$ cat config.mk
export PLATFORM = sky130hd
export DESIGN_NAME = pmc_top
export DESIGN_NICKNAME = d
export VERILOG_FILES = /design/src/hw/pmc_top_tail_unused.sv /design/src/hw/pmc_pkg.sv /design/src/hw/pmc_clk_if.sv /design/src/hw/pmc_top.sv /design/src/hw/pmc_clk_div.sv
export VERILOG_INCLUDE_DIRS = /design/src /design/src/hw
export SDC_FILE = /design/constraint.sdc
export NUM_CORES = 1
export LEC_CHECK = 0
export BUFFER_PORTS_ARGS = -buffer_cell sky130_fd_sc_hd__clkbuf_2
export CORE_MARGIN = 5
export CORE_UTILIZATION = 35
export DETAILED_ROUTE_END_ITERATION = 12
export GPL_ROUTABILITY_DRIVEN = 0
export GPL_TIMING_DRIVEN = 0
export SLEW_MARGIN = 10
export SYNTH_ARGS = -nofsm -noshare
export SYNTH_HDL_FRONTEND = slang
export SYNTH_SLANG_ARGS = --single-unit
$ cat constraint.sdc
create_clock -name core_clk_in -period 4.4 [get_ports core_clk_in]
set_input_delay 0.22 -clock core_clk_in [delete_from_list [all_inputs] [get_ports core_clk_in]]
set_output_delay 0.22 -clock core_clk_in [all_outputs]
set_load 0.05 [all_outputs]
$ cat src/hw/pmc_defs.svh
// register offsets, field positions and reset values of the power mode controller
`ifndef PMC_DEFS_SVH
`define PMC_DEFS_SVH

`define PMC_ADR_PWR_A      8'h00
`define PMC_ADR_PWR_B      8'h04
`define PMC_ADR_REG_CTRL   8'h08
`define PMC_ADR_CLK_CTRL   8'h0c
`define PMC_ADR_PERIPH_EN  8'h10
`define PMC_ADR_WAKE_STAT  8'h14
`define PMC_ADR_WAKE_MASK  8'h18
`define PMC_ADR_MODE       8'h1c

`define PMC_A_HALT_BIT     0
`define PMC_A_PDOWN_BIT    1
`define PMC_B_SUSPEND_BIT  0
`define PMC_B_SNOOZE_BIT   1
`define PMC_B_T34_SLOW_BIT 2
`define PMC_REG_DEPTH_BIT  0
`define PMC_CLK_DIV_LSB    0
`define PMC_CLK_SRC_LSB    3
`define PMC_CLK_PRE_BIT    5

`define PMC_WAKE_TIMER4    0
`define PMC_WAKE_SPI       1
`define PMC_WAKE_TWI       2
`define PMC_WAKE_PORT      3
`define PMC_WAKE_CMP0      4
`define PMC_WAKE_LOGIC     5

`define PMC_PERIPH_W       8
`define PMC_WAKE_W         6

`define PMC_SRC_FAST_A     2'h0
`define PMC_SRC_FAST_B     2'h1
`define PMC_SRC_SLOW       2'h2

`define PMC_RST_DIV_SEL    3'h3
`define PMC_RST_SRC        2'h0
`define PMC_RST_PERIPH     8'hff
`define PMC_RST_MASK       6'h00

`endif

$ cat src/hw/pmc_top_tail_unused.sv
// empty design unit: holds no logic

$ cat src/hw/pmc_pkg.sv
// types shared by the power mode controller modules
`include "pmc_defs.svh"
package pmc_pkg;

	typedef enum logic [2:0] {
		PMC_NORMAL,
		PMC_IDLE,
		PMC_SUSPEND,
		PMC_SNOOZE,
		PMC_STOP,
		PMC_SHUTDOWN
	} pmc_mode_t;

	typedef struct packed {
		pmc_mode_t                  mode;
		logic [1:0]                 pwr_a;
		logic [2:0]                 pwr_b;
		logic                       depth;
		logic [2:0]                 div_sel;
		logic [1:0]                 src;
		logic                       pre_en;
		logic [`PMC_PERIPH_W-1:0]   periph_en;
		logic [`PMC_WAKE_W-1:0]     wake_stat;
		logic [`PMC_WAKE_W-1:0]     wake_mask;
		logic                       cmp0_prev;
		logic                       ack;
		logic [31:0]                rdata;
		logic                       core_clk_en;
		logic [`PMC_PERIPH_W-1:0]   periph_clk_en;
		logic                       fosc_a_en;
		logic                       fosc_b_en;
		logic                       low_bias;
		logic                       power_on;
		logic                       pins_hold;
		logic                       t34_slow_en;
		logic                       spi_run;
		logic                       irq;
	} pmc_state_t;

	typedef struct packed {
		logic [1:0] pre_acc;
		logic [6:0] cnt;
		logic       tick;
	} pmc_div_state_t;

endpackage

$ cat src/hw/pmc_clk_if.sv
// divider settings and system clock enable between controller and divider
`timescale 1ns/10ps
interface pmc_clk_if;
	logic [2:0] div_sel;
	logic       pre_en;
	logic       tick;
	modport ctrl (output div_sel, output pre_en, input tick);
	modport div  (input div_sel, input pre_en, output tick);
endinterface

$ cat src/hw/pmc_top.sv
// power mode controller: mode sequencing, clock gating and wake logic
`timescale 1ns/10ps
`include "pmc_defs.svh"
module pmc_top
	import pmc_pkg::*;
(
	// clock and reset
	input  wire logic                     core_clk_in,
	input  wire logic                     resetn_in,
	// reset sources seen while powered down
	input  wire logic                     reset_pin_n_in,
	input  wire logic                     other_reset_in,
	// wishbone slave
	input  wire logic                     wb_cyc_in,
	input  wire logic                     wb_stb_in,
	input  wire logic                     wb_we_in,
	input  wire logic [7:0]               wb_adr_in,
	input  wire logic [3:0]               wb_sel_in,
	input  wire logic [31:0]              wb_dat_in,
	output logic      [31:0]              wb_dat_out,
	output logic                          wb_ack_out,
	// wake and interrupt sources
	input  wire logic                     any_irq_in,
	input  wire logic                     timer4_event_in,
	input  wire logic                     spi_byte_in,
	input  wire logic                     twi_slave_act_in,
	input  wire logic                     port_match_in,
	input  wire logic                     cmp0_in,
	input  wire logic                     logic_unit_irq_in,
	// clock and power controls
	output logic                          core_clk_en_out,
	output logic      [`PMC_PERIPH_W-1:0] periph_clk_en_out,
	output logic                          fast_osc_a_en_out,
	output logic                          fast_osc_b_en_out,
	output logic      [1:0]               system_clock_src_out,
	output logic                          reg_low_bias_out,
	output logic                          power_on_out,
	output logic                          pins_hold_out,
	output logic                          t34_slow_clk_en_out,
	output logic                          spi_wake_clk_en_out,
	// interrupt
	output logic                          irq_out
);

	pmc_state_t                r_reg;
	pmc_state_t                r_next;
	logic [`PMC_WAKE_W-1:0]    wake_ev;
	logic                      cmp0_rise;
	logic                      bus_req;
	logic                      bus_wr;
	logic                      running;
	logic                      sleeping;

	pmc_clk_if clk_if ();

	pmc_clk_div u_div (
		.core_clk_in (core_clk_in),
		.resetn_in   (resetn_in),
		.link        (clk_if.div)
	);

	assign clk_if.div_sel = r_reg.div_sel;
	assign clk_if.pre_en  = r_reg.pre_en;

	assign wb_dat_out           = r_reg.rdata;
	assign wb_ack_out           = r_reg.ack;
	assign core_clk_en_out      = r_reg.core_clk_en;
	assign periph_clk_en_out    = r_reg.periph_clk_en;
	assign fast_osc_a_en_out    = r_reg.fosc_a_en;
	assign fast_osc_b_en_out    = r_reg.fosc_b_en;
	assign system_clock_src_out = r_reg.src;
	assign reg_low_bias_out     = r_reg.low_bias;
	assign power_on_out         = r_reg.power_on;
	assign pins_hold_out        = r_reg.pins_hold;
	assign t34_slow_clk_en_out  = r_reg.t34_slow_en;
	assign spi_wake_clk_en_out  = r_reg.spi_run;
	assign irq_out              = r_reg.irq;

	function automatic logic [31:0] read_reg(input pmc_state_t s, input logic [7:0] adr);
		logic [31:0] d;
		d = 32'h0000_0000;
		case (adr)
			`PMC_ADR_PWR_A:     d[1:0] = s.pwr_a;
			`PMC_ADR_PWR_B:     d[2:0] = s.pwr_b;
			`PMC_ADR_REG_CTRL:  d[`PMC_REG_DEPTH_BIT] = s.depth;
			`PMC_ADR_CLK_CTRL:  d[5:0] = {s.pre_en, s.src, s.div_sel};
			`PMC_ADR_PERIPH_EN: d[`PMC_PERIPH_W-1:0] = s.periph_en;
			`PMC_ADR_WAKE_STAT: d[`PMC_WAKE_W-1:0] = s.wake_stat;
			`PMC_ADR_WAKE_MASK: d[`PMC_WAKE_W-1:0] = s.wake_mask;
			`PMC_ADR_MODE:      d[2:0] = s.mode;
			default:            d = 32'h0000_0000;
		endcase
		return d;
	endfunction

	always_comb begin
		r_next = r_reg;
		r_next.ack = 1'b0;
		cmp0_rise = cmp0_in && !r_reg.cmp0_prev;
		r_next.cmp0_prev = cmp0_in;
		wake_ev = '0;
		wake_ev[`PMC_WAKE_TIMER4] = timer4_event_in;
		wake_ev[`PMC_WAKE_SPI]    = spi_byte_in;
		wake_ev[`PMC_WAKE_TWI]    = twi_slave_act_in;
		wake_ev[`PMC_WAKE_PORT]   = port_match_in;
		wake_ev[`PMC_WAKE_CMP0]   = cmp0_rise;
		wake_ev[`PMC_WAKE_LOGIC]  = logic_unit_irq_in;
		bus_req = wb_cyc_in && wb_stb_in && !r_reg.ack;
		bus_wr  = bus_req && wb_we_in && wb_sel_in[0];
		if (bus_req) begin
			r_next.ack   = 1'b1;
			r_next.rdata = read_reg(r_reg, wb_adr_in);
		end
		// configuration writes
		if (bus_wr) begin
			case (wb_adr_in)
				`PMC_ADR_REG_CTRL: begin
					r_next.depth = wb_dat_in[`PMC_REG_DEPTH_BIT];
				end
				`PMC_ADR_CLK_CTRL: begin
					r_next.div_sel = wb_dat_in[`PMC_CLK_DIV_LSB +: 3];
					r_next.src     = wb_dat_in[`PMC_CLK_SRC_LSB +: 2];
					r_next.pre_en  = wb_dat_in[`PMC_CLK_PRE_BIT];
				end
				`PMC_ADR_PERIPH_EN: begin
					r_next.periph_en = wb_dat_in[`PMC_PERIPH_W-1:0];
				end
				`PMC_ADR_WAKE_MASK: begin
					r_next.wake_mask = wb_dat_in[`PMC_WAKE_W-1:0];
				end
				default: begin
				end
			endcase
		end
		// sticky wake status: a new event wins over a write-one clear
		if (bus_wr && wb_adr_in == `PMC_ADR_WAKE_STAT) begin
			r_next.wake_stat = r_reg.wake_stat & ~wb_dat_in[`PMC_WAKE_W-1:0];
		end
		r_next.wake_stat = r_next.wake_stat | wake_ev;
		// mode sequencing
		case (r_reg.mode)
			PMC_NORMAL: begin
				if (bus_wr && wb_adr_in == `PMC_ADR_PWR_A) begin
					if (wb_dat_in[`PMC_A_PDOWN_BIT]) begin
						r_next.pwr_a[`PMC_A_PDOWN_BIT] = 1'b1;
						// depth select written beforehand picks stop or shutdown
						r_next.mode = r_reg.depth ? PMC_SHUTDOWN : PMC_STOP;
					end else if (wb_dat_in[`PMC_A_HALT_BIT]) begin
						r_next.pwr_a[`PMC_A_HALT_BIT] = 1'b1;
						r_next.mode = PMC_IDLE;
					end
				end else if (bus_wr && wb_adr_in == `PMC_ADR_PWR_B) begin
					r_next.pwr_b[`PMC_B_T34_SLOW_BIT] = wb_dat_in[`PMC_B_T34_SLOW_BIT];
					// sleep only starts once the clock already runs from oscillator A
					if (r_reg.src == `PMC_SRC_FAST_A) begin
						if (wb_dat_in[`PMC_B_SNOOZE_BIT]) begin
							r_next.pwr_b[`PMC_B_SNOOZE_BIT] = 1'b1;
							r_next.mode = PMC_SNOOZE;
						end else if (wb_dat_in[`PMC_B_SUSPEND_BIT]) begin
							r_next.pwr_b[`PMC_B_SUSPEND_BIT] = 1'b1;
							r_next.mode = PMC_SUSPEND;
						end
					end
				end
			end
			PMC_IDLE: begin
				if (any_irq_in) begin
					r_next.mode  = PMC_NORMAL;
					r_next.pwr_a = 2'h0;
				end
			end
			PMC_SUSPEND,
			PMC_SNOOZE: begin
				if (|wake_ev) begin
					r_next.mode = PMC_NORMAL;
					r_next.pwr_b[`PMC_B_SNOOZE_BIT]  = 1'b0;
					r_next.pwr_b[`PMC_B_SUSPEND_BIT] = 1'b0;
				end
			end
			PMC_STOP: begin
				if (other_reset_in || !reset_pin_n_in) begin
					r_next.mode  = PMC_NORMAL;
					r_next.pwr_a = 2'h0;
				end
			end
			PMC_SHUTDOWN: begin
				if (!reset_pin_n_in) begin
					r_next.mode  = PMC_NORMAL;
					r_next.pwr_a = 2'h0;
				end
			end
			default: begin
				r_next.mode = PMC_NORMAL;
			end
		endcase
		// clock and power controls follow the present mode
		running  = (r_reg.mode == PMC_NORMAL) || (r_reg.mode == PMC_IDLE);
		sleeping = (r_reg.mode == PMC_SUSPEND) || (r_reg.mode == PMC_SNOOZE);
		r_next.core_clk_en = (r_reg.mode == PMC_NORMAL) && clk_if.tick;
		if (running && clk_if.tick) begin
			r_next.periph_clk_en = r_reg.periph_en;
		end else begin
			r_next.periph_clk_en = '0;
		end
		r_next.fosc_a_en   = running;
		r_next.fosc_b_en   = running && (r_reg.src == `PMC_SRC_FAST_B);
		r_next.low_bias    = (r_reg.mode == PMC_SNOOZE);
		r_next.power_on    = running || sleeping;
		r_next.pins_hold   = !(running || sleeping);
		r_next.t34_slow_en = sleeping && r_reg.pwr_b[`PMC_B_T34_SLOW_BIT];
		r_next.spi_run     = sleeping;
		r_next.irq         = |(r_reg.wake_stat & r_reg.wake_mask);
	end

	always_ff @(posedge core_clk_in) begin
		if (!resetn_in) begin
			r_reg           <= '0;
			r_reg.mode      <= PMC_NORMAL;
			r_reg.div_sel   <= `PMC_RST_DIV_SEL;
			r_reg.src       <= `PMC_RST_SRC;
			r_reg.periph_en <= `PMC_RST_PERIPH;
			r_reg.wake_mask <= `PMC_RST_MASK;
			r_reg.power_on  <= 1'b1;
			r_reg.fosc_a_en <= 1'b1;
		end else begin
			r_reg <= r_next;
		end
	end
endmodule

$ cat src/hw/pmc_clk_div.sv
// system clock enable divider: optional 1.5x prescale then divide by 2^n
`timescale 1ns/10ps
module pmc_clk_div
	import pmc_pkg::*;
(
	// clock and reset
	input  wire logic core_clk_in,
	input  wire logic resetn_in,
	// settings and enable pulse
	pmc_clk_if.div    link
);

	pmc_div_state_t r_reg;
	pmc_div_state_t r_next;
	logic           pre_tick;
	logic [6:0]     limit;

	assign link.tick = r_reg.tick;

	always_comb begin
		r_next = r_reg;
		// prescale passes two of every three cycles
		pre_tick = !link.pre_en || (r_reg.pre_acc != 2'h2);
		if (link.pre_en) begin
			r_next.pre_acc = (r_reg.pre_acc == 2'h2) ? 2'h0 : 2'(r_reg.pre_acc + 2'h1);
		end else begin
			r_next.pre_acc = 2'h0;
		end
		limit = 7'((8'h01 << link.div_sel) - 8'h01);
		r_next.tick = 1'b0;
		if (pre_tick) begin
			if (r_reg.cnt >= limit) begin
				r_next.cnt  = 7'h00;
				r_next.tick = 1'b1;
			end else begin
				r_next.cnt = 7'(r_reg.cnt + 7'h01);
			end
		end
	end

	always_ff @(posedge core_clk_in) begin
		if (!resetn_in) begin
			r_reg <= '0;
		end else begin
			r_reg <= r_next;
		end
	end
endmodule

==> metrics.md, run 1 <==
| Metric | Value |
|---|---|
| Status | finished clean |
| Setup repair bufs after CTS | 0 |
| Final period util | 67.3% |
| Combinational Power Share | roughly 18% |
| RSZ-0062 raised after global routing | no |
| Die height | between 100 and 150 um |
| DR pass1 iterations | 4 |
| CP max FO | 8 |
| Worst-Skew Late Latency | ~0.36 ns |
| Routed via count | 3007 |
| Post-Synth XOR/XNOR Area | 1.92% |
| CTS tree | built |
| Root Driver | clkbuf_8 |
| H-tree depth | 3 |
| Data required time of the worst path | ~4.7 ns |
| First DRT Iteration DRCs | ~170 |
| Hold buffer count at CTS | 0 |
| WL per Instance | roughly 14 um |
| Synthesis-stage register bit count | 72 |
| Setup ws final | approximately 1.4 ns |
| Clock Path Buffers | 2 |
| Avg Cell Area, Syn | between 8 and 9 um^2 |
| Post-layout util | 42.9% |
| Sequential share of power | 46.2% |
| Vias in the first global route | around 3.0k |
| Setup TNS | 0 ns |
| Worst endpoint data arrival time | approximately 3.2 ns |
| Cell variety after synth | between 50 and 60 |
| GR Overflow Total | 0 |
| Leak | 2.00 nW |
| Core footprint | 10200 um^2 |
| Mapped Area | around 3600 um^2 |
| Post-CTS sizing | 0 |
| TritonCTS Buffers | 9 |
| CP Class | reg -> reg |
| Nets | between 500 and 600 |
| Fmax | roughly 340 MHz |
| Final hold vios | 0 |
| Pwr/cell area | around 340 nW/um^2 |
| Initial Util | 35.6% |
| Clock Power Share | a little over a third |
| Hpwl dp | just over 7000 um |
| Max Cap Violations | 0 |
| WHS | roughly 0.07 ns |
| Setup Skew | 0.0115 ns |
| Largest register FFs | 30 |
| CTS clock-pin slew for the worst setup and hold paths | around 0.070 ns |
| Non-Filler Cell Area, Final | roughly 4400 um^2 |
| Syn-to-layout area delta | 20.4% |
| Global-route wire length before repair | about 15000 um |
| Register area share after synthesis | between 30% and 40% |
| Sw frac | around 30% |
| Antenna viol nets, final | 0 |
| Share of layout cells above drive strength 1 | roughly a quarter |
| Port Buffers | 56 |
| Pins Over Slew Limit | 0 |
| Endpoints failing setup | 0 |
| Total GRT Usage | approximately 15% |
| P_sw | between 0.4 and 0.5 mW |
| Async S/R FF share, synth | 0% |
| Largest net degree at the start of global routing | 13 |
| Total power | approximately 1.5 mW |
| Drt drc | 0 |
| Slew @ Worst Pin | 0.817 ns |
| Most frequent cells in the layout | dfxtp_1, clkbuf_2, buf_4 |
| CP startpoint kind | register |
| Setup Slack @ Placement | 1.47 ns |
| Die ar. | ~13000 um^2 |
| Most common cell after layout, fill and taps aside | dfxtp_1 |
| Ports | 110 |
| Row Count | 37 |
| Synthesized-area fraction occupied by adder cells | ~3.4% |
| Largest family of logic cells by synthesized area | simple AND/OR/NAND/NOR gates |
| Post-synth EDFFs | 0 |
| Synthesized instance count | approximately 410 |
| Critical Path Sink Type | register |
| Mux contribution to synthesized area | between 9 and 10% |
| Dominant synthesized flop cell | dfxtp_1 |
| Simple-gate share of the synthesized area | 20.0% |
| VDD IR max | between 0.1 and 0.15 mV |
| Internal | roughly 1.1 mW |
| Number of cells after detailed placement | 620 |
| Post-DP Area | around 4200 um^2 |
| Post-synthesis compound-gate area fraction | between 10% and 20% |
| Total number of yosys warnings | 0 |
| Fin crit period | 2.96 ns |
| Die width | roughly 110 um |
| CTS Sinks | between 70 and 80 |
| Worst rel slew slack | 45.1% |
| Final wirelength | approximately 9100 um |
| Finished Layout Cells | about 640 |
| Worst hold-check path type | in -> reg |
| Initial antenna violation count | 0 |
| Vias/cell | ~4.7 |
| Ant. Diodes | 0 |
worst max-delay path, stage by stage, from the launching register on:
cell      delay [ns]
dfxtp_1         0.30
clkbuf_1        0.18
or3_1           0.43
ha_1            0.19
clkbuf_1        0.18
nor3_1          0.17
a21oi_1         0.06
o21a_1          0.18
ha_1            0.26
and3_1          0.16
a221o_1         0.43
a221oi_1        0.33
final timing paths:
path / to / slack [ns] / from / cells past startpoint
min reg2reg: u_div.r_reg[8] / 0.42 / u_div.r_reg[8] / 1
max: u_div.r_reg[2] / 1.44 / clk_if.div_sel[0] / 11
min: r_reg[50] / 0.07 / cmp0_in / 2
max reg2reg: u_div.r_reg[2] / 1.44 / clk_if.div_sel[0] / 11
layout make-up:
cell class              count  area, um^2
plain buffers              62         397
clock inverters             5        55.1
inverters                   8        30.0
repair buffers             56         280
well taps                 136         170
clock buffers              11         151
multi-input cells         286        1860
fillers                  1040        5850
flip-flops and latches     72        1440
synth_stat cells (all sizes together), types with 2 or more instances:
cell / instances / share of area, %
inv: 7 / 0.72
a22o: 3 / 0.72
o21bai: 2 / 0.41
buf: 46 / 9.2
o211ai: 2 / 0.41
nand3b: 2 / 0.41
clkbuf: 16 / 1.6
and2: 12 / 2.1
mux4: 3 / 1.9
xnor2: 6 / 1.4
nand2: 42 / 4.3
a21boi: 6 / 1.2
a221oi: 3 / 0.72
o22ai: 2 / 0.34
o21ai: 10 / 1.4
a22oi: 7 / 1.4
nor2: 31 / 3.2
nor3: 10 / 1.8
o21a: 7 / 1.4
mux2i: 24 / 6.6
ha: 10 / 3.4
nand2b: 3 / 0.52
or3: 5 / 1.0
xor2: 2 / 0.48
nor4: 2 / 0.76
nand4: 2 / 0.34
a21oi: 18 / 2.5
a31oi: 2 / 0.34
nand3: 9 / 1.2
nor2b: 7 / 1.2
dfxtp: 72 / 40
a21o: 2 / 0.41
a211oi: 5 / 1.0
mux2: 4 / 1.2
and3: 8 / 1.4
per-layer routing:
layer  routed length, um  up-vias  global-route usage (%)
li1                    -     1520                       -
met1                3930     1384                    18.1
met2                4430       90                    25.1
met3                 647       13                    4.47
met4                 140        0                    5.05
met5                   0        -                       0
power groups by stage:
stage	registers, mW	logic, mW	clock network, mW
finish	0.697	0.271	0.540
detailed placement	0.712	0.270	0
global route	0.700	0.295	0.579
floorplan	0.714	0.198	0
global placement	0.711	0.264	0
CTS	0.697	0.270	0.556
cell families (layout without fill, tap and decap cells):
kind of cell | count (synthesis) | after routing
xor+xnor | 8 | 8
flops | 72 | 72
simple gates | 139 | 139
other cells | 1 | 24
mux | 31 | 31
compound gates | 74 | 74
fa+ha+maj | 10 | 10
buf+inv | 70 | 142
Note: power is estimated with default switching activity, not from simulation.
==> run 2, diff against run 1 <==
Clock period 4.4 ns to 2.38 ns, I/O delays scaled along.
==> run 2 against run 1 <==
Effect of this change:
- the flow now finishes with violations (setup timing)
- clock power is 98% higher
- combinational power grew 87%
- largest power group unchanged
- hold slack got worse by 0.057 ns
- register-to-register slack lost 1.6 ns
- critical path depth fell by 2
- first-iteration DRC count down 47%
- core utilization is 1.4 points higher
- flip-flop and latch count unchanged
==> metrics.md, run 2 (synthesized netlist as in run 1, its figures left out) <==
| Metric | Value |
|---|---|
| Status | finished with violations (was finished clean) |
| Failing checks | setup timing |
| Sequential share of power | 45.0% (was 46.2%) |
| Sw frac | 28.2% (was 29.5%) |
| Syn-to-layout area delta | 24.4% (was 20.4%) |
| Worst reg2reg path depth | 9 (was 11) |
| CTS clock-pin slew for the worst setup and hold paths | 0.08 ns (was 0.07 ns) |
| Vias/cell | 4.75 (was 4.73) |
| Fin crit period | 2.54 ns (was 2.96 ns) |
| Share of layout cells above drive strength 1 | 29.1% (was 26.2%) |
| CTS tree | built (unchanged) |
| Endpoints failing setup | 8 (was 0) |
| Ant. Diodes | 0 (unchanged) |
| Die ar. | 12500 um^2 (unchanged) |
| Drt drc | 0 (unchanged) |
| First DRT Iteration DRCs | 89 (was 168) |
| Antenna viol nets, final | 0 (unchanged) |
| Critical Path Sink Type | register (unchanged) |
| # fillers | 1038 (was 1040) |
| Setup TNS | -0.882 ns (was 0 ns) |
| CP max FO | 8 (unchanged) |
| Data required time of the worst path | 2.65 ns (was 4.66 ns) |
| Clock Power Share | 37.3% (was 35.8%) |
| WL per Instance | 14.2 um (was 14.4 um) |
| Ports | 110 (unchanged) |
| H-tree depth | 3 (unchanged) |
| Post-DP Area | 4220 um^2 (was 4180 um^2) |
| CP Class | reg -> reg (unchanged) |
| Most frequent cells in the layout | dfxtp_1, clkbuf_2, buf_4 (unchanged) |
| Core footprint | 10200 um^2 (unchanged) |
| TritonCTS Buffers | 9 (unchanged) |
| Largest register FFs | 30 (unchanged) |
| Slew @ Worst Pin | 0.785 ns (was 0.817 ns) |
| Die width | 112 um (unchanged) |
| CP startpoint kind | register (unchanged) |
| Initial antenna violation count | 0 (unchanged) |
| Initial Util | 35.6% (unchanged) |
| CP max stage cell | a221o_2 (was or3_1) |
| Final wirelength | 9140 um (was 9150 um) |
| Combinational Power Share | 17.7% (was 18.0%) |
| Buffers and inverters on the worst path | 0 (was 2) |
| Fmax | 394 MHz (was 338 MHz) |
| Global-route wire length before repair | 15100 um (was 15000 um) |
| Most common cell after layout, fill and taps aside | dfxtp_1 (unchanged) |
| Root Driver | clkbuf_8 (unchanged) |
| DR pass1 iterations | 5 (was 4) |
| P_sw | 0.805 mW (was 0.444 mW) |
| Clock Path Buffers | 2 (unchanged) |
| Worst rel slew slack | 47.2% (was 45.1%) |
| Crit path cell chain | or3_4 -> ha_4 -> xor2_1 -> nor2_1 -> a21oi_1 -> ha_1 -> and3_1 -> a221o_2 -> a221oi_2 (was clkbuf_1 -> or3_1 -> ha_1 -> clkbuf_1 -> nor3_1 -> a21oi_1 -> o21a_1 -> ha_1 -> and3_1 -> a221o_1 -> a221oi_1) |
| Setup Skew | 0.00957 ns (was 0.0115 ns) |
| Hpwl dp | 7160 um (was 7120 um) |
| RSZ-0062 raised after global routing | yes (was no) |
| Largest net degree at the start of global routing | 13 (unchanged) |
| Die height | 112 um (unchanged) |
| Worst endpoint data arrival time | 2.80 ns (was 3.22 ns) |
| CTS Sinks | 72 (unchanged) |
| Routed via count | 3048 (was 3007) |
| Pwr/cell area | 630 nW/um^2 (was 344 nW/um^2) |
| Nets | 569 (was 563) |
| Final hold vios | 0 (unchanged) |
| Total GRT Usage | 14.9% (about the same) |
| Levels on crit path | 9 (was 11) |
| Slowest stage delay, CP | 0.44 ns (was 0.43 ns) |
| GR Overflow Total | 0 (unchanged) |
| Row Count | 37 (unchanged) |
| Worst-Skew Late Latency | 0.35 ns (was 0.36 ns) |
| Pins Over Slew Limit | 0 (unchanged) |
| Hold path cells | 2 (unchanged) |
| VDD IR max | 0.311 mV (was 0.123 mV) |
| Setup ws final | -0.156 ns (was 1.44 ns) |
| Final period util | 107% (was 67.3%) |
| Internal | 2.05 mW (was 1.06 mW) |
| Vias in the first global route | 3111 (was 3018) |
| Port Buffers | 56 (unchanged) |
| Max Cap Violations | 0 (unchanged) |
| Non-Filler Cell Area, Final | 4530 um^2 (was 4390 um^2) |
| CP delay by family, top | compound AO/OA/AOI/OAI gates (unchanged) |
| R2r setup slk | -0.16 ns (was 1.44 ns) |
| Worst hold-check path type | in -> reg (unchanged) |
| Leak | 2.06 nW (was 2.00 nW) |
-- run 2: cell count changes in the layout (fill, tap and decap cells not counted), moves of 2 or more --
| cell | delta |
|---|---|
| a221oi_2 | +2 |
| a221oi_1 | -2 |
| dlygate4sd3_1 | +4 |
| dfxtp_2 | +2 |
| a211oi_1 | -3 |
| dfxtp_1 | -3 |
| a211oi_2 | +3 |
| buf_4 | +4 |
-- run 2: path summary, 6_finish.rpt --
| kind | from | to |
|---|---|---|
| max | clk_if.div_sel[2] | u_div.r_reg[5] |
| min reg2reg | u_div.r_reg[8] | u_div.r_reg[8] |
| min | twi_slave_act_in | r_reg[59] |
| max reg2reg | clk_if.div_sel[2] | u_div.r_reg[5] |
-- run 2: per-stage QoR --
stage               power [mW]  hold slack (ns)  utilization (%)  std cells  setup slack, ns
detailed placement        1.81            0.341             41.3        620           -0.324
CTS                       2.88          0.00963             44.3        642           -0.277
finish                    2.86           0.0135             44.3        642           -0.156
global route              3.00          0.00317             44.3        642           -0.253
floorplan                 1.69            0.241                -        428          -0.0998
global placement          1.80            0.337             41.3        620           -0.261
-- run 2: per-layer routing --
layer / global-route usage [%] / routed length, um / vias to the layer above
met2: 25.9 / 4540 / 76
met5: 0 / 0 / -
met3: 4.10 / 516 / 17
met4: 6.09 / 204 / 0
li1: - / - / 1536
met1: 17.4 / 3880 / 1419
-- run 2: cell type report --
type	instances	area [um^2]	share of cell area, %
multi-input cells	286	1920	42.4
inverters	8	30.0	0.663
clock inverters	5	80.1	1.77
flip-flops and latches	72	1450	32.0
well taps	136	170	3.76
plain buffers	60	389	8.59
repair buffers	64	350	7.73
clock buffers	11	141	3.12
-- run 2: power groups by stage --
| stage | combinational, mW | sequential (mW) | clock, mW |
|---|---|---|---|
| finish | 0.506 | 1.28 | 1.07 |
| global route | 0.549 | 1.29 | 1.16 |
| CTS | 0.503 | 1.29 | 1.09 |
| detailed placement | 0.494 | 1.31 | 0 |
| global placement | 0.490 | 1.31 | 0 |
| floorplan | 0.366 | 1.32 | 0 |
-- run 2: what timing repair did --
item                       4_1_cts  5_1_grt
setup endpoints to repair        8        8
hold endpoints to repair         4        0
pin swaps                        6        8
setup buffers                    3        1
gates resized for setup          9        3
hold buffers                     4        0
==> run 3, diff against run 2 <==
Settings changed: CORE_UTILIZATION 35 to 47, PLACE_DENSITY set to 0.77, TNS_END_PERCENT set to 100.
==> run 3 against run 2 <==
Effect of this change:
- critical path type unchanged
- maximum frequency grew 1.3%
- the flow still finishes with violations (setup timing)
- highest routed layer unchanged
- combinational power grew 1%
- critical path depth unchanged
==> metrics.md, run 3 (synthesized netlist as in run 1, its figures left out) <==
| Metric | Value |
|---|---|
| Initial Util | 47.6% (was 35.6%) |
| Final wirelength | 9040 um (was 9140 um) |
| Setup ws final | -0.124 ns (was -0.156 ns) |
| Max Cap Violations | 0 (unchanged) |
| Nets | 574 (was 569) |
| Port Buffers | 56 (unchanged) |
| Finished Layout Cells | 613 (was 642) |
| Worst r2r src | clk_if.div_sel[1] (was clk_if.div_sel[2]) |
| Antenna viol nets, final | 0 (unchanged) |
| Syn-to-layout area delta | 24.2% (was 24.4%) |
| Largest net degree at the start of global routing | 13 (unchanged) |
| Die width | 98.0 um (was 112 um) |
| Status | finished with violations (unchanged) |
| Sequential cell area | 1450 um^2 (about the same) |
| Critical Path Sink Type | register (unchanged) |
| CTS Sinks | 72 (unchanged) |
| CP startpoint kind | register (unchanged) |
| Multi-input gate area | 1930 um^2 (was 1920 um^2) |
| Number of cells after detailed placement | 586 (was 620) |
| Final hold vios | 0 (unchanged) |
| Core footprint | 7650 um^2 (was 10200 um^2) |
| Hpwl dp | 6850 um (was 7160 um) |
| Ant. Diodes | 0 (unchanged) |
| Row Count | 32 (was 37) |
| Endpoints failing setup | 8 (unchanged) |
| Leak | 2.09 nW (was 2.06 nW) |
| Most common cell after layout, fill and taps aside | dfxtp_1 (unchanged) |
| Final period util | 105% (was 107%) |
| WL per Instance | 14.7 um (was 14.2 um) |
| Die ar. | 9610 um^2 (was 12500 um^2) |
| H-tree depth | 3 (unchanged) |
| Global-route wire length before repair | 15100 um (about the same) |
| Worst-Skew Late Latency | 0.36 ns (was 0.35 ns) |
| Post-layout util | 59.2% (was 44.3%) |
| Total power | 2.84 mW (was 2.86 mW) |
| GR Overflow Total | 0 (unchanged) |
| Fin crit period | 2.50 ns (was 2.54 ns) |
| Ports | 110 (unchanged) |
| Failing checks | setup timing (unchanged) |
| Vias in the first global route | 3136 (was 3111) |
| Setup Skew | 0.00859 ns (was 0.00957 ns) |
| Post-DP Area | 4180 um^2 (was 4220 um^2) |
| Fmax | 399 MHz (was 394 MHz) |
| Worst hold-check path type | in -> reg (unchanged) |
| Pwr/cell area | 628 nW/um^2 (was 630 nW/um^2) |
| Pins Over Slew Limit | 0 (unchanged) |
| Routed via count | 3191 (was 3048) |
| Die height | 98.0 um (was 112 um) |
| Setup crit start | clk_if.div_sel[1] (was clk_if.div_sel[2]) |
| Most frequent cells in the layout | dfxtp_1, clkbuf_2, buf_4 (unchanged) |
| CP max FO | 8 (unchanged) |
| Hold path start | logic_unit_irq_in (was twi_slave_act_in) |
| Setup Slack @ Placement | -0.320 ns (was -0.324 ns) |
| Non-Filler Cell Area, Final | 4520 um^2 (was 4530 um^2) |
| Drt drc | 0 (unchanged) |
| First DRT Iteration DRCs | 242 (was 89) |
| Total GRT Usage | 19.5% (was 14.9%) |
| Worst endpoint data arrival time | 2.78 ns (was 2.80 ns) |
| Initial antenna violation count | 0 (unchanged) |
| TritonCTS Buffers | 9 (unchanged) |
| Largest register FFs | 30 (unchanged) |
| Clock Path Buffers | 2 (unchanged) |
| Vias/cell | 5.21 (was 4.75) |
| Share of layout cells above drive strength 1 | 29.7% (was 29.1%) |
| Slew @ Worst Pin | 0.837 ns (was 0.785 ns) |
| # fillers | 695 (was 1038) |
| CTS tree | built (unchanged) |
| Root Driver | clkbuf_8 (unchanged) |
| DR pass1 iterations | 5 (unchanged) |
| CP Class | reg -> reg (unchanged) |
| CTS clock-pin slew for the worst setup and hold paths | 0.08 ns (about the same) |
| Data required time of the worst path | 2.65 ns (about the same) |
| VDD IR max | 0.287 mV (was 0.311 mV) |
| RSZ-0062 raised after global routing | yes (unchanged) |
| Worst rel slew slack | 43.8% (was 47.2%) |
[run 3: cell count changes in the layout (fill, tap and decap cells not counted)]
| cell | previous run | this run |
|---|---|---|
| a21oi_1 | 17 | 16 |
| a21oi_2 | 1 | 2 |
| buf_4 | 47 | 51 |
| clkbuf_8 | 10 | 9 |
| clkinv_2 | 1 | 3 |
| clkinv_4 | 0 | 1 |
| clkinvlp_4 | 2 | 0 |
| dfxtp_2 | 2 | 1 |
| dfxtp_4 | 1 | 2 |
| dlygate4sd3_1 | 4 | 5 |
[run 3: area by class of cell]
type | count | area share (%)
timing repair buffer | 69 | 8.63
tap | 102 | 2.82
clock inverter | 6 | 1.85
multi-input combinational | 286 | 42.6
buffer | 60 | 8.60
inverter | 8 | 0.664
clock buffer | 10 | 2.82
sequential | 72 | 32.1
[run 3: per-layer routing]
metal	global-route usage, %	part of all wire, %	vias to the layer above
li1	-	-	1546
met1	23.7	40	1470
met2	32.2	49	135
met3	3.79	6.7	40
met4	10.9	4.2	0
met5	0	0	-
[run 3: worst paths after layout]
| kind | slack [ns] | cells past startpoint | endpoint |
|---|---|---|---|
| hold reg to reg | 0.42 | 1 | u_div.r_reg[8] |
| setup / recovery | -0.12 | 9 | u_div.r_reg[5] |
| setup reg to reg | -0.12 | 9 | u_div.r_reg[5] |
| hold / removal | 0.002 | 2 | r_reg[62] |
[run 3: per-stage QoR]
stage               TNS, ns  hold WS [ns]
floorplan            -0.477         0.241
global placement      -1.52         0.337
detailed placement    -2.15         0.347
CTS                   -1.40       0.00132
global route          -1.30        0.0102
finish               -0.652       0.00152
[run 3: timing repair]
item                                   4_1_cts  5_1_grt
hold buffers                                 5        0
setup endpoints to repair                    8        8
buffers inserted                             5        3
endpoints found under the hold margin        5        0
pin swaps                                    9       13
resized for setup                           10        4
[run 3: report_power, final]
group	internal, mW	switching [mW]	total (mW)
logic	0.185	0.326	0.511
registers	1.25	0.0351	1.28
clock network	0.587	0.462	1.05
[run 3: worst max-delay path: stages (launching register included)]
cell and delay [ns]:
dfxtp_4 0.35, or3_4 0.40, ha_4 0.20, xor2_1 0.13, nor2_1 0.06, a21oi_1 0.13
ha_1 0.26, and3_1 0.17, a221o_2 0.44, a221oi_2 0.29
